==> src/ust_pkg.sv <==
// Functional notes
// - tx idle bit6, reset one
// - parity error bit5, cleared by data read
// - framing error bit4, cleared by data read
// - overrun bit3 when receive FIFO full
// - bit0 shows live clear-to-send level
// - finish current character, then hold off
// - held characters stay queued in order
// - data read pops rx, write pushes tx
package ust_pkg;
   // ----------------------------------------
   // bus widths and register offsets
   // ----------------------------------------
   localparam int UST_ADDR_W = 16;
   localparam int UST_DATA_W = 16;
   localparam logic [15:0] UST_OFF_STATUS = 16'h44A4; // uart status, read only
   localparam logic [15:0] UST_OFF_DATA = 16'h449E; // data port
   localparam logic [15:0] UST_OFF_INT_STAT = 16'h44C0; // sticky events, read only
   localparam logic [15:0] UST_OFF_INT_EN = 16'h44C2; // event enables
   localparam logic [15:0] UST_OFF_INT_CLR = 16'h44C4; // write one to clear
   // ----------------------------------------
   // status bit positions
   // ----------------------------------------
   localparam int UST_BIT_TX_IDLE = 6;
   localparam int UST_BIT_PAR_ERR = 5;
   localparam int UST_BIT_FRM_ERR = 4;
   localparam int UST_BIT_RX_OVR = 3;
   localparam int UST_BIT_TX_SPACE = 2;
   localparam int UST_BIT_RX_VALID = 1;
   localparam int UST_BIT_CTS = 0;
   // ----------------------------------------
   // interrupt event positions
   // ----------------------------------------
   localparam int UST_EV_W = 5;
   localparam int UST_EV_RX_CHAR = 0;
   localparam int UST_EV_PAR = 1;
   localparam int UST_EV_FRM = 2;
   localparam int UST_EV_OVR = 3;
   localparam int UST_EV_TX_IDLE = 4;
   // ----------------------------------------
   // fifo and timing
   // ----------------------------------------
   localparam int UST_FIFO_DEPTH = 4;
   localparam int UST_FIFO_CNT_W = 3;
   localparam logic [7:0] UST_BIT_CYCLES = 8'h10; // clocks per serial bit
   localparam logic [3:0] UST_FRAME_BITS = 4'h9; // start, eight data, stop, minus one
   // ----------------------------------------
   // types
   // ----------------------------------------
   typedef enum logic [0:0] {
      UST_TX_IDLE = 1'b0,
      UST_TX_SHIFT = 1'b1
   } ust_tx_state_t;
   typedef struct packed {
      ust_tx_state_t state;
      logic [9:0] shift;
      logic [3:0] bits;
      logic [7:0] baud;
      logic txd;
      logic cts;
      logic tx_idle;
      logic par_err;
      logic frm_err;
      logic ovr;
      logic [4:0] int_stat;
      logic [4:0] int_en;
      logic irq;
      logic [15:0] rdata;
   } ust_state_t;
   localparam ust_state_t UST_STATE_RST = '{
      state: UST_TX_IDLE, shift: 10'h3FF, bits: 4'h0, baud: 8'h00,
      txd: 1'b1, cts: 1'b0, tx_idle: 1'b1, par_err: 1'b0, frm_err: 1'b0,
      ovr: 1'b0, int_stat: 5'h00, int_en: 5'h00, irq: 1'b0, rdata: 16'h0000
   };
endpackage

==> src/ust_status.sv <==
// Added by the designer: the address-and-strobe port.
`timescale 1ns/1ps
module ust_status (
   // clock and reset
   input wire logic clk_i,
   input wire logic resetn_i,
   // register port
   input wire logic [ust_pkg::UST_ADDR_W-1:0] addr_i,
   input wire logic [ust_pkg::UST_DATA_W-1:0] wdata_i,
   input wire logic wr_i,
   input wire logic rd_i,
   output logic [ust_pkg::UST_DATA_W-1:0] rdata_o,
   // received characters from the deserializer
   input wire logic rx_char_valid_i,
   input wire logic [7:0] rx_char_i,
   input wire logic rx_par_err_i,
   input wire logic rx_frm_err_i,
   // serial line and handshake
   input wire logic cts_n_i,
   output logic txd_o,
   // interrupt
   output logic irq_o
);
   import ust_pkg::*;

   // ----------------------------------------
   // declarations
   // ----------------------------------------
   ust_state_t st_reg; // block state outside the fifos
   ust_state_t st_next; // its next value
   logic tx_in_ready; // tx fifo has space
   logic tx_out_valid; // tx fifo holds a byte
   logic tx_out_ready; // serializer takes a byte
   logic [7:0] tx_head; // oldest tx byte
   logic rx_in_ready; // rx fifo has space
   logic rx_out_valid; // rx fifo holds a byte
   logic [7:0] rx_head; // oldest rx byte
   logic wr_data; // software write to data port
   logic rd_data; // software read of data port
   logic rx_push; // character enters rx fifo
   logic [UST_EV_W-1:0] events; // one-cycle event pulses

   // ----------------------------------------
   // address decode helper
   // ----------------------------------------
   function automatic logic hit(input logic [UST_ADDR_W-1:0] a,
                                input logic [15:0] off);
      hit = (a == off);
   endfunction

   // strobes on the data port
   assign wr_data = wr_i && hit(addr_i, UST_OFF_DATA);
   assign rd_data = rd_i && hit(addr_i, UST_OFF_DATA);
   assign rx_push = rx_char_valid_i && rx_in_ready;
   // a byte leaves the queue only at a character boundary with cts on
   assign tx_out_ready = (st_reg.state == UST_TX_IDLE) && st_reg.cts;

   // ----------------------------------------
   // fifos
   // ----------------------------------------
   // transmit queue, filled by data port writes
   ust_fifo u_tx_fifo (
      .clk_i(clk_i),
      .resetn_i(resetn_i),
      .in_valid_i(wr_data),
      .in_ready_o(tx_in_ready),
      .in_data_i(wdata_i[7:0]),
      .out_valid_o(tx_out_valid),
      .out_ready_i(tx_out_ready),
      .out_data_o(tx_head)
   );
   // receive queue, drained by data port reads
   ust_fifo u_rx_fifo (
      .clk_i(clk_i),
      .resetn_i(resetn_i),
      .in_valid_i(rx_char_valid_i),
      .in_ready_o(rx_in_ready),
      .in_data_i(rx_char_i),
      .out_valid_o(rx_out_valid),
      .out_ready_i(rd_data),
      .out_data_o(rx_head)
   );

   // ----------------------------------------
   // event pulses for the interrupt logic
   // ----------------------------------------
   always_comb begin
      events = '0;
      events[UST_EV_RX_CHAR] = rx_push;
      events[UST_EV_PAR] = rx_push && rx_par_err_i;
      events[UST_EV_FRM] = rx_push && rx_frm_err_i;
      events[UST_EV_OVR] = rx_char_valid_i && !rx_in_ready;
      events[UST_EV_TX_IDLE] = st_next.tx_idle && !st_reg.tx_idle;
   end

   // ----------------------------------------
   // next state
   // ----------------------------------------
   always_comb begin
      logic [9:0] sh;
      sh = {1'b1, st_reg.shift[9:1]};
      st_next = st_reg;
      st_next.int_stat = st_reg.int_stat;
      // live handshake level, pin is active low
      st_next.cts = !cts_n_i;
      // serializer
      case (st_reg.state)
         UST_TX_IDLE: begin
            // start only when cts was seen asserted
            if (tx_out_valid && st_reg.cts) begin
               st_next.state = UST_TX_SHIFT;
               st_next.shift = {1'b1, tx_head, 1'b0};
               st_next.bits = UST_FRAME_BITS;
               st_next.baud = 8'h00;
               st_next.txd = 1'b0;
            end
         end
         UST_TX_SHIFT: begin
            // the character in flight always completes
            if (st_reg.baud == UST_BIT_CYCLES - 8'h01) begin
               st_next.baud = 8'h00;
               if (st_reg.bits == 4'h0) begin
                  st_next.state = UST_TX_IDLE;
                  st_next.txd = 1'b1;
               end else begin
                  st_next.bits = st_reg.bits - 4'h1;
                  st_next.shift = sh;
                  st_next.txd = sh[0];
               end
            end else begin
               st_next.baud = st_reg.baud + 8'h01;
            end
         end
         default: begin
            st_next.state = UST_TX_IDLE;
         end
      endcase
      // idle when queue empty and nothing shifting
      st_next.tx_idle = !tx_out_valid && (st_next.state == UST_TX_IDLE);
      // error flags: set wins over the read that clears them
      st_next.par_err = (st_reg.par_err && !rd_data) || events[UST_EV_PAR];
      st_next.frm_err = (st_reg.frm_err && !rd_data) || events[UST_EV_FRM];
      st_next.ovr = (st_reg.ovr && !rd_data) || events[UST_EV_OVR];
      // register writes
      if (wr_i) begin
         if (hit(addr_i, UST_OFF_INT_EN)) begin
            st_next.int_en = wdata_i[UST_EV_W-1:0];
         end else if (hit(addr_i, UST_OFF_INT_CLR)) begin
            st_next.int_stat = st_reg.int_stat & ~wdata_i[UST_EV_W-1:0];
         end
      end
      // sticky events, set wins over clear
      st_next.int_stat = st_next.int_stat | events;
      st_next.irq = |(st_next.int_stat & st_next.int_en);
      // read data, valid only in the cycle after the strobe
      st_next.rdata = 16'h0000;
      if (rd_i) begin
         if (hit(addr_i, UST_OFF_STATUS)) begin
            st_next.rdata[UST_BIT_TX_IDLE] = st_reg.tx_idle;
            st_next.rdata[UST_BIT_PAR_ERR] = st_reg.par_err;
            st_next.rdata[UST_BIT_FRM_ERR] = st_reg.frm_err;
            st_next.rdata[UST_BIT_RX_OVR] = st_reg.ovr;
            st_next.rdata[UST_BIT_TX_SPACE] = tx_in_ready;
            st_next.rdata[UST_BIT_RX_VALID] = rx_out_valid;
            st_next.rdata[UST_BIT_CTS] = st_reg.cts;
         end else if (hit(addr_i, UST_OFF_DATA)) begin
            // oldest byte, zero when empty
            st_next.rdata[7:0] = rx_out_valid ? rx_head : 8'h00;
         end else if (hit(addr_i, UST_OFF_INT_STAT)) begin
            st_next.rdata[UST_EV_W-1:0] = st_reg.int_stat;
         end else if (hit(addr_i, UST_OFF_INT_EN)) begin
            st_next.rdata[UST_EV_W-1:0] = st_reg.int_en;
         end else begin
            // clear register and unmapped read zero
            st_next.rdata = 16'h0000;
         end
      end
   end

   // ----------------------------------------
   // state register
   // ----------------------------------------
   always_ff @(posedge clk_i or negedge resetn_i) begin
      if (!resetn_i) begin
         st_reg <= UST_STATE_RST;
      end else begin
         st_reg <= st_next;
      end
   end

   // outputs straight from flops
   assign rdata_o = st_reg.rdata;
   assign txd_o = st_reg.txd;
   assign irq_o = st_reg.irq;
endmodule // ust_status

==> src/ust_fifo.sv <==
`timescale 1ns/1ps
module ust_fifo (
   // clock and reset
   input wire logic clk_i,
   input wire logic resetn_i,
   // filling side
   input wire logic in_valid_i,
   output logic in_ready_o,
   input wire logic [7:0] in_data_i,
   // draining side
   output logic out_valid_o,
   input wire logic out_ready_i,
   output logic [7:0] out_data_o
);
   import ust_pkg::*;
   // ----------------------------------------
   // state
   // ----------------------------------------
   typedef struct packed {
      logic [UST_FIFO_DEPTH-1:0][7:0] mem;
      logic [1:0] rd;
      logic [1:0] wr;
      logic [UST_FIFO_CNT_W-1:0] cnt;
   } ust_fifo_t;
   ust_fifo_t f_reg; // registered state
   ust_fifo_t f_next; // next state
   logic push; // accepted write
   logic pop; // accepted read

   // honest full and empty from the count
   assign in_ready_o = (f_reg.cnt != UST_FIFO_CNT_W'(UST_FIFO_DEPTH));
   assign out_valid_o = (f_reg.cnt != '0);
   assign out_data_o = f_reg.mem[f_reg.rd];
   assign push = in_valid_i && in_ready_o;
   assign pop = out_valid_o && out_ready_i;

   // pointer and count update, oldest byte leaves first
   always_comb begin
      f_next = f_reg;
      if (push) begin
         f_next.mem[f_reg.wr] = in_data_i;
         f_next.wr = f_reg.wr + 2'h1;
      end
      if (pop) begin
         f_next.rd = f_reg.rd + 2'h1;
      end
      case ({push, pop})
         2'b10: f_next.cnt = f_reg.cnt + 3'h1;
         2'b01: f_next.cnt = f_reg.cnt - 3'h1;
         default: f_next.cnt = f_reg.cnt;
      endcase
   end

   // registers
   always_ff @(posedge clk_i or negedge resetn_i) begin
      if (!resetn_i) begin
         f_reg <= '0;
      end else begin
         f_reg <= f_next;
      end
   end
endmodule // ust_fifo

==> config.mk <==
export PLATFORM = sky130hd
export DESIGN_NAME = ust_status
export DESIGN_NICKNAME = d
export VERILOG_FILES = /design/src/ust_pkg.sv /design/src/ust_status.sv /design/src/ust_fifo.sv
export SDC_FILE = /design/constraint.sdc
export NUM_CORES = 1
export LEC_CHECK = 0
export BUFFER_PORTS_ARGS = -buffer_cell sky130_fd_sc_hd__buf_4
export CORE_MARGIN = 3
export CORE_UTILIZATION = 26
export DETAILED_ROUTE_END_ITERATION = 7
export PLACE_DENSITY = 0.43
export SYNTH_ARGS = -nofsm -noshare
export SYNTH_HDL_FRONTEND = slang
export SYNTH_HIERARCHICAL = 1
export SYNTH_SLANG_ARGS = --single-unit
==> constraint.sdc <==
create_clock -name clk_i -period 3.7 [get_ports clk_i]
set_input_delay 0.37 -clock clk_i [delete_from_list [all_inputs] [get_ports clk_i]]
set_output_delay 0.37 -clock clk_i [all_outputs]
set_load 0.05 [all_outputs]
After elaboration in Yosys (flattened, before gate mapping):

Cells that the tools add are included.

* $add $sub $neg: 10
* equality and inequality tests: 15
* muxes and demuxes: 31
* order comparisons: 6
* bitwise logic cells: 6
* reductions and logical operators: 34

Operator list (number)
* equality test 16 x 15 -> 1 bit, second input constant: 5
* bitwise mux 32 bit: 2
* 2-to-1 mux 8 bit: 8
* case mux 24 bit (2 select lines): 1
* binary-select mux 8 bit (select 2 bit): 2
* demux 8 bit (select 2 bit): 2
* 2-to-1 mux 5 bit: 5
* 2-to-1 mux 24 bit: 1
* logical AND 1 bit: 18
* 2-to-1 mux 15 bit: 1
* 2-to-1 mux 14 bit: 1
* less-than comparator 2 x 3 -> 1 bit, second input constant: 4
* case mux 3 bit (2 select lines): 2
* bitwise AND 5 bit: 2
* 2-to-1 mux 10 bit: 1
* adder 2 x 1 -> 2 bit, second input constant: 4
* adder 8 x 1 -> 8 bit, second input constant: 1
* equality test 8 x 4 -> 1 bit, second input constant: 1
* 2-to-1 mux 7 bit: 1
* adder 3 x 1 -> 3 bit, second input constant: 2
* != test 3 bit, second input constant: 2
* nonzero test 3 bit: 2
* subtractor 3 x 1 -> 3 bit, second input constant: 2
* logical NOT 1 bit: 5
* other kinds (16): 27

* register bits after elaboration: 134
* output and inout bits: 18
* bits of input ports: 48

Longest topological paths before layout:

Gate-level depths: netlist (run 1).

* depth in word-level cells: 10
* gate-level depth with buffers: 12

Modules after synthesis:

The synthesis (run 1) kept the hierarchy.

Modules (own cells, without submodules)
* ust_fifo: instances 2, area an instance 1959.4 µm², seq. area each 975.9 µm², cells an instance 115
* ust_status: instances 1, area an instance 2399.8 µm², seq. area each 1189.9 µm², cells an instance 240

Worst setup path before layout (run 1):

No wires, ideal clock.

* kind: input -> register
* start point: in addr_i[9] in the netlist's numbering
* end point: reg u_rx_fifo/f_reg[2] in the netlist's numbering
* data arrival time: 2.296 ns
* setup slack: 1.325 ns
* path buffers: 0
* stages on the path: 12
* setup time: 0.079 ns
* cell sequence: nor4_4 -> nand4_1 -> nor2_1 -> nand2_1 -> inv_1 -> o31a_2 -> ha_1 -> inv_1 -> fa_1 -> xor2_1 -> nor2_1 -> xor2_1

* cells in the longest elaborated chain, start to end: 5

RTL lines
* start: declaration: line ust_status.sv:8 `input wire logic [ust_pkg::UST_ADDR_W-1:0] addr_i,`
* equality test 16 x 15 -> 1 bit *: line ust_status.sv:48 `hit = (a == off);`
* logical AND 1 bit *: line ust_status.sv:53 `assign rd_data = rd_i && hit(addr_i, UST_OFF_DATA);`
* named net rd_data: line ust_status.sv:39 `logic rd_data;`
* logical AND 1 bit *: line ust_fifo.sv:35 `assign pop = out_valid_o && out_ready_i;`
* named net u_rx_fifo.pop: line ust_fifo.sv:28 `logic pop;`
* equality test 2 x 1 -> 1 bit / equality test 2 bit (equally long branches): line ust_fifo.sv:47 `case ({push, pop})`
* case mux 3 bit (2 select lines) / nonzero test 2 bit (equally long branches)
* end signal: assignment: line ust_fifo.sv:59 `f_reg <= f_next;`
* end: declaration: line ust_fifo.sv:25 `ust_fifo_t f_reg;`

The timed path passes the listed nets; every way through them passes the cells marked *.
A chain may end at the register's enable or synchronous reset.

Final worst setup path (run 1):

* start point: reg u_tx_fifo/f_reg[0] in the netlist's numbering
* end point: reg st_reg[46] in the netlist's numbering

* cells in the longest elaborated chain, start to end: 4

RTL lines
* start: declaration: line ust_fifo.sv:25
* start signal: assignment: line ust_fifo.sv:59
* nonzero test 3 bit: line ust_fifo.sv:32 `assign out_valid_o = (f_reg.cnt != '0);`
* named net tx_out_valid: line ust_status.sv:32 `logic tx_out_valid;`
* logical AND 1 bit: line ust_status.sv:110 `if (tx_out_valid && st_reg.cts) begin`
* != test 2 x 1 -> 1 bit (no line)
* AND reduction 3 bit (no line)
* end signal: assignment: line ust_status.sv:187 `st_reg <= st_next;`
* end: declaration: line ust_status.sv:29 `ust_state_t st_reg;`

The timed path passes the listed nets, and every way through them passes these cells.

==> results of run 1 <==
-- logic make-up after synthesis --
kind of cell / count (synthesis) / share of synthesized area [%]
compound gates: 60 / 6.535
xor+xnor: 12 / 1.663
fa+ha+maj: 14 / 3.010
buf+inv: 61 / 5.921
flops: 125 / 49.72
mux: 95 / 23.54
other cells: 1 / 0.05935
simple gates: 102 / 9.544
-- area by class of cell --
type,instances,area (sq um),share of cell area [%]
clock buffers,25,495.5,6.678
well taps,319,399.1,5.379
inverters,25,93.84,1.265
multi-input cells,291,2829,38.13
clock inverters,7,65.06,0.8769
repair buffers,51,395.4,5.329
flip-flops and latches,125,3142,42.34
-- worst max-delay path, delay by kind of cell (launching register included) --
family           cells  cell delay, ps
AND/OR/NAND/NOR      3            1050
AO/OA/AOI/OAI        3            1040
flip-flops           1             430
-- cells in the mapped netlist (7+ instances only) --
library cell	instances
mux2_4	66
o21ai_0	16
a222oi_1	7
and3_4	8
a21oi_1	9
nor3_1	7
ha_1	12
nor2_1	18
inv_1	25
dfrtp_1	114
buf_4	16
mux4_2	16
nor2b_1	7
buf_6	11
mux2i_1	8
nand2_1	25
nand4_1	7
dfstp_2	11
-- power by group through the flow --
stage / Combinational (mW) / Clock (mW) / Sequential (mW)
2_1_floorplan: 0.950 / 0 / 1.90
3_3_place_gp: 1.09 / 0 / 1.98
6_report: 1.11 / 1.57 / 1.98
5_1_grt: 1.22 / 1.69 / 2.03
4_1_cts: 1.13 / 1.62 / 1.98
3_5_place_dp: 1.12 / 0 / 2.00
-- layer usage --
layer / up-vias / track usage [%]
met5: - / 0
met4: 0 / 3.722
met3: 11 / 2.703
met2: 60 / 18.49
met1: 1911 / 14.54
li1: 1743 / -
-- worst max path at each step --
stage	slack [ps]	cells past startpoint	end
after CTS	1070	6	st_reg[46]
after global placement	910	13	u_rx_fifo/f_reg[2]
after global routing	890	7	irq_o
final	1090	6	st_reg[46]
after detailed placement	820	13	u_rx_fifo/f_reg[2]
after floorplan	1330	12	u_rx_fifo/f_reg[2]
==> impl_metrics.env, run 1 <==
export IMPL_path_cells="or3_2 -> a21oi_1 -> a21oi_1 -> nand2_1 -> nor3_1 -> a221o_1"
export IMPL_grt_start_max_net_pins=126
export IMPL_wl_met1_mm=6.509
export IMPL_rsz0062_at_grt="false"
export IMPL_numCtsBuffers=17
export IMPL_stdcell_count=843
export IMPL_hold_viol=2
export IMPL_cts_hold_fix_buffers=0
export IMPL_status="finished, violations left"
export IMPL_p_comb_share_pct=23.8
export IMPL_max_slew_margin_rel_pct=43.82
export IMPL_synth_top_cell_by_area="dfrtp_1"
export IMPL_startpoint="u_tx_fifo/f_reg[0]"
export IMPL_criticalPathCategory="flop to flop"
export IMPL_coreArea_sq_um=23680
export IMPL_layout_nets=573
export IMPL_path_clk_slew_ps=60
export IMPL_synth_cell_type_count=55
export IMPL_pwr_share_seq_pct=42.5
export IMPL_power_mw=4.663
export IMPL_worstPathMaxFanout=14
export IMPL_whs_ps=-14.60
export IMPL_die_area_sq_um=26210
export IMPL_synth_edf_count=0
export IMPL_p_leak_nw=3.336
export IMPL_wire_per_inst_um=16.78
export IMPL_drtIter0Drc=164
export IMPL_postSynthAreaPerCell_sq_um=13.44
export IMPL_power_density_nw_per_um2=628.5
export IMPL_final_setup_worst_slack_ps=1087
export IMPL_peakVddDrop_mv=0.2464
export IMPL_cts_tree="yes"
export IMPL_syn_area_sq_um=6319
export IMPL_drive_above_1_share_pct=37.21
export IMPL_postRouteWirelength_mm=14.15
export IMPL_cp_end_kind="flop"
export IMPL_cts_sinks=125
export IMPL_gp_congestion=0.7309
export IMPL_area_growth_pct=17.43
export IMPL_grt_remaining_overflow=0
export IMPL_synth_warnings=6
export IMPL_met3_length_um=443
export IMPL_die_w_um=161.9
export IMPL_synth_area_leaders="dfrtp_1 45%, mux2_4 16%, mux4_2 5.7%, dfstp_2 4.6%, ha_1 2.4%"
export IMPL_slowest_stage="a21oi_1"
export IMPL_portBuffers=49
export IMPL_synth_cells=470
export IMPL_cell_internal_pwr_mw=3.346
export IMPL_maxCapViolations=0
export IMPL_mostFrequentLayoutCell="dfrtp_1"
export IMPL_wl_met2_mm=7.053
export IMPL_violations="hold timing"
export IMPL_seq_area_frac_synth_pct=49.72
export IMPL_htreeDepth=4
export IMPL_dr_pass1_iters=5
export IMPL_start_kind="flop"
export IMPL_clockRootBuffer="clkbuf_16"
export IMPL_r2r_start="u_tx_fifo/f_reg[0]"
export IMPL_post_route_drc_count=0
export IMPL_setup_viol=0
export IMPL_cp_common_cell="a21oi_1"
export IMPL_clock_skew_ps=12.53
export IMPL_pre_cts_slack_ps=821.6
export IMPL_power_switching_mw=1.317
export IMPL_layout_common_cells="114 x dfrtp_1, 66 x mux2_4, 50 x buf_4, 25 x inv_1, 25 x nand2_1"
export IMPL_synth_async_reset_ratio_pct=100.0
export IMPL_swShare_pct=28.25
export IMPL_r2r_cells=6
export IMPL_finalInstanceArea_sq_um=7420
export IMPL_critPathMaxStageDelay_ps=640
export IMPL_die_height_um=161.9
export IMPL_critPathArrivalTime_ps=2940
export IMPL_fmax_mhz=382.8
export IMPL_cts_repair_resized=0
export IMPL_rows=56
export IMPL_r2r_end="st_reg[46]"
export IMPL_antenna_found_initial=0
export IMPL_hold_class="primary input to async pin"
export IMPL_crit_required_ps=4030
export IMPL_setup_tns_ps=0
export IMPL_gr_usage_all_layers_pct=11.22
export IMPL_clockBufferDepth=2
export IMPL_synth_seq_cells=125
export IMPL_place_area_sq_um=6859
export IMPL_insertion_delay_ps=410
export IMPL_tightestPinTransition_ps=836.3
export IMPL_fillers=2432
export IMPL_min_period_ps=2613
export IMPL_post_cts_setup_buffers=0
export IMPL_pin_count=66
export IMPL_hpwl_mm=9.631
export IMPL_start_util_pct=26.68
export IMPL_maxUsedRoutingLayer="met4"
export IMPL_drt_antenna_violating_nets=0
export IMPL_synthFlopType="dfrtp_1"
export IMPL_clockPowerShare_pct=33.7
export IMPL_final_util_pct=31.33
export IMPL_antenna_cells=0
export IMPL_timing_final_crit_share_pct=70.61
export IMPL_grt_pass1_wl_mm=22.71
export IMPL_ff2ff_setup_slack_ps=1090
export IMPL_viasPerCell=4.419
export IMPL_place_inst=811
export IMPL_grt_pass1_vias=4052
export IMPL_vias=3725
export IMPL_maxSlewViolCount=0
export IMPL_synth_top_area_share_pct=45.15
Power figures use the tool's default switching activity.
==> inputs of run 2 (changes only) <==
--- a/config.mk
+++ b/config.mk
@@ -9,7 +9,7 @@
 export CORE_MARGIN = 3
 export CORE_UTILIZATION = 26
 export DETAILED_ROUTE_END_ITERATION = 7
-export PLACE_DENSITY = 0.43
+export PLACE_DENSITY = 0.44
 export SYNTH_ARGS = -nofsm -noshare
 export SYNTH_HDL_FRONTEND = slang
 export SYNTH_HIERARCHICAL = 1
==> constraint.sdc (replaced) <==
create_clock -name clk_i -period 2.1 [get_ports clk_i]
set_input_delay 0.21 -clock clk_i [delete_from_list [all_inputs] [get_ports clk_i]]
set_output_delay 0.21 -clock clk_i [all_outputs]
set_load 0.05 [all_outputs]
==> run 2 against run 1 <==
Net effect:
- the flow now finishes without violations
- utilization rose by 1.5 points
- setup slack got worse by 950 ps
- register-to-register slack got worse by 950 ps
- sequential cell count did not move
- largest cell class unchanged
- highest routed layer unchanged
==> impl_metrics.env, run 2 (same netlist as run 1, synthesis figures left out) <==
export IMPL_status="complete, no violations"
export IMPL_grt_start_max_net_pins=48
export IMPL_insertion_delay_ps=420
export IMPL_hold_viol=0
export IMPL_post_route_drc_count=0
export IMPL_pre_cts_slack_ps=-190.7
export IMPL_p_comb_share_pct=25.5
export IMPL_r2r_start="u_rx_fifo/f_reg[0]"
export IMPL_cts_tree="yes"
export IMPL_portBuffers=49
export IMPL_final_util_pct=32.78
export IMPL_drt_antenna_violating_nets=0
export IMPL_timing_final_crit_share_pct=93.61
export IMPL_layout_common_cells="114 x dfrtp_1, 81 x buf_4, 66 x mux2_4, 25 x inv_1, 21 x nand2_1"
export IMPL_maxSlewViolCount=0
export IMPL_pwr_share_seq_pct=40.8
export IMPL_peakVddDrop_mv=0.5189
export IMPL_htreeDepth=4
export IMPL_antenna_cells=0
export IMPL_gr_usage_met2_pct=17.27
export IMPL_vias=3830
export IMPL_fmax_mhz=508.7
export IMPL_setup_viol=0
export IMPL_grt_busiest_layer="met2"
export IMPL_die_height_um=161.9
export IMPL_layout_nets=608
export IMPL_use_met1_pct=15.99
export IMPL_worstPathMaxFanout=5
export IMPL_clock_skew_ps=16.10
export IMPL_drtIter0Drc=195
export IMPL_criticalPathCategory="flop to flop"
export IMPL_start_util_pct=26.68
export IMPL_coreArea_sq_um=23680
export IMPL_pin_count=66
export IMPL_clockPowerShare_pct=33.7
export IMPL_hpwl_mm=9.949
export IMPL_gp_congestion=0.7561
export IMPL_die_area_sq_um=26210
export IMPL_dr_pass1_iters=5
export IMPL_hold_end="u_rx_fifo/f_reg[10]"
export IMPL_swShare_pct=29.68
export IMPL_maxCapViolations=0
export IMPL_hp_start="rx_char_i[3]"
export IMPL_die_w_um=161.9
export IMPL_finalInstanceArea_sq_um=7764
export IMPL_ff2ff_setup_slack_ps=130
export IMPL_antenna_found_initial=0
export IMPL_grt_pass1_vias=4207
export IMPL_gr_usage_all_layers_pct=11.50
export IMPL_mostFrequentLayoutCell="dfrtp_1"
export IMPL_grt_use_met3_pct=3.162
export IMPL_grt_pass1_wl_mm=23.50
export IMPL_grt_remaining_overflow=0
export IMPL_r2r_end="u_rx_fifo/f_reg[2]"
export IMPL_place_area_sq_um=7123
export IMPL_r2r_cells=8
export IMPL_postRouteWirelength_mm=14.06
export IMPL_cell_internal_pwr_mw=5.925
export IMPL_area_growth_pct=22.87
export IMPL_tightestPinTransition_ps=673.2
export IMPL_max_slew_margin_rel_pct=55.12
export IMPL_cp_end_kind="flop"
export IMPL_start_kind="flop"
export IMPL_path_clk_slew_ps=60
export IMPL_numCtsBuffers=17
export IMPL_cts_sinks=125
export IMPL_drive_above_1_share_pct=43.65
export IMPL_clockRootBuffer="clkbuf_16"
export IMPL_viasPerCell=4.362
export IMPL_hold_class="primary input to flop"
export IMPL_crit_required_ps=2440
export IMPL_p_leak_nw=3.515
export IMPL_whs_path_depth=2
export IMPL_wire_per_inst_um=16.02
export IMPL_power_density_nw_per_um2=1085
export IMPL_min_period_ps=1966
export IMPL_rsz0062_at_grt="false"
export IMPL_power_switching_mw=2.500
export IMPL_critPathArrivalTime_ps=2310
export IMPL_final_setup_worst_slack_ps=134.2
export IMPL_rows=56
export IMPL_clockBufferDepth=2
-- run 2: layer usage --
layer | vias up | routed length (um)
met5 | - | 0
met4 | 0 | 229
met3 | 19 | 528
met2 | 84 | 6464
met1 | 1904 | 6842
li1 | 1823 | -
-- run 2: final cells by class --
cell class | count | area (sq um)
clock inverters | 14 | 135.1
well taps | 319 | 399.1
flip-flops and latches | 125 | 3142
repair buffers | 86 | 679.4
multi-input cells | 291 | 2875
clock buffers | 18 | 439.2
inverters | 25 | 93.84
fillers | 2418 | 15920
-- run 2: how the worst max path moves through the flow --
stage	start	end	slack, ps
floorplan	addr_i[12]	u_rx_fifo/f_reg[2]	-40
global placement	addr_i[12]	u_rx_fifo/f_reg[2]	-160
detailed placement	addr_i[12]	u_rx_fifo/f_reg[2]	-190
CTS	st_reg[41]	irq_o	40
global route	u_tx_fifo/f_reg[1]	st_reg[44]	1
finish	u_rx_fifo/f_reg[0]	u_rx_fifo/f_reg[2]	130
-- run 2: power by group through the flow --
stage	Combinational (mW)	Sequential, mW	Clock (mW)
2_1_floorplan	1.69	3.35	0
3_3_place_gp	2.07	3.44	0
3_5_place_dp	2.13	3.46	0
4_1_cts	2.14	3.44	2.94
5_1_grt	2.40	3.51	3.05
6_report	2.15	3.44	2.84
-- run 2: critical path, cell delays in order (launching register included) --
cell and delay (ps):
dfrtp_1 430, or3b_1 410, nand2_2 120, ha_4 140
inv_1 40, fa_2 330, xor2_1 140, nor2_1 130
xor2_1 150
-- run 2: repair_timing --
action	4_1_cts	5_1_grt
hold buffers	2	0
hold endpoints to repair	35	0
resized for setup	0	10
endpoints found under the setup margin	0	12
setup buffers	0	2
-- run 2: through the flow --
step           std cells  TNS [ps]  hold WS, ps  power (mW)
4_1_cts              876         0        28.03       8.513
5_1_grt              878         0        30.91       8.964
6_report             878         0        46.01       8.425
2_1_floorplan        477    -44.47       -85.59       5.032
3_5_place_dp         842     -2799        293.9       5.594
3_3_place_gp         842     -1935        278.5       5.511
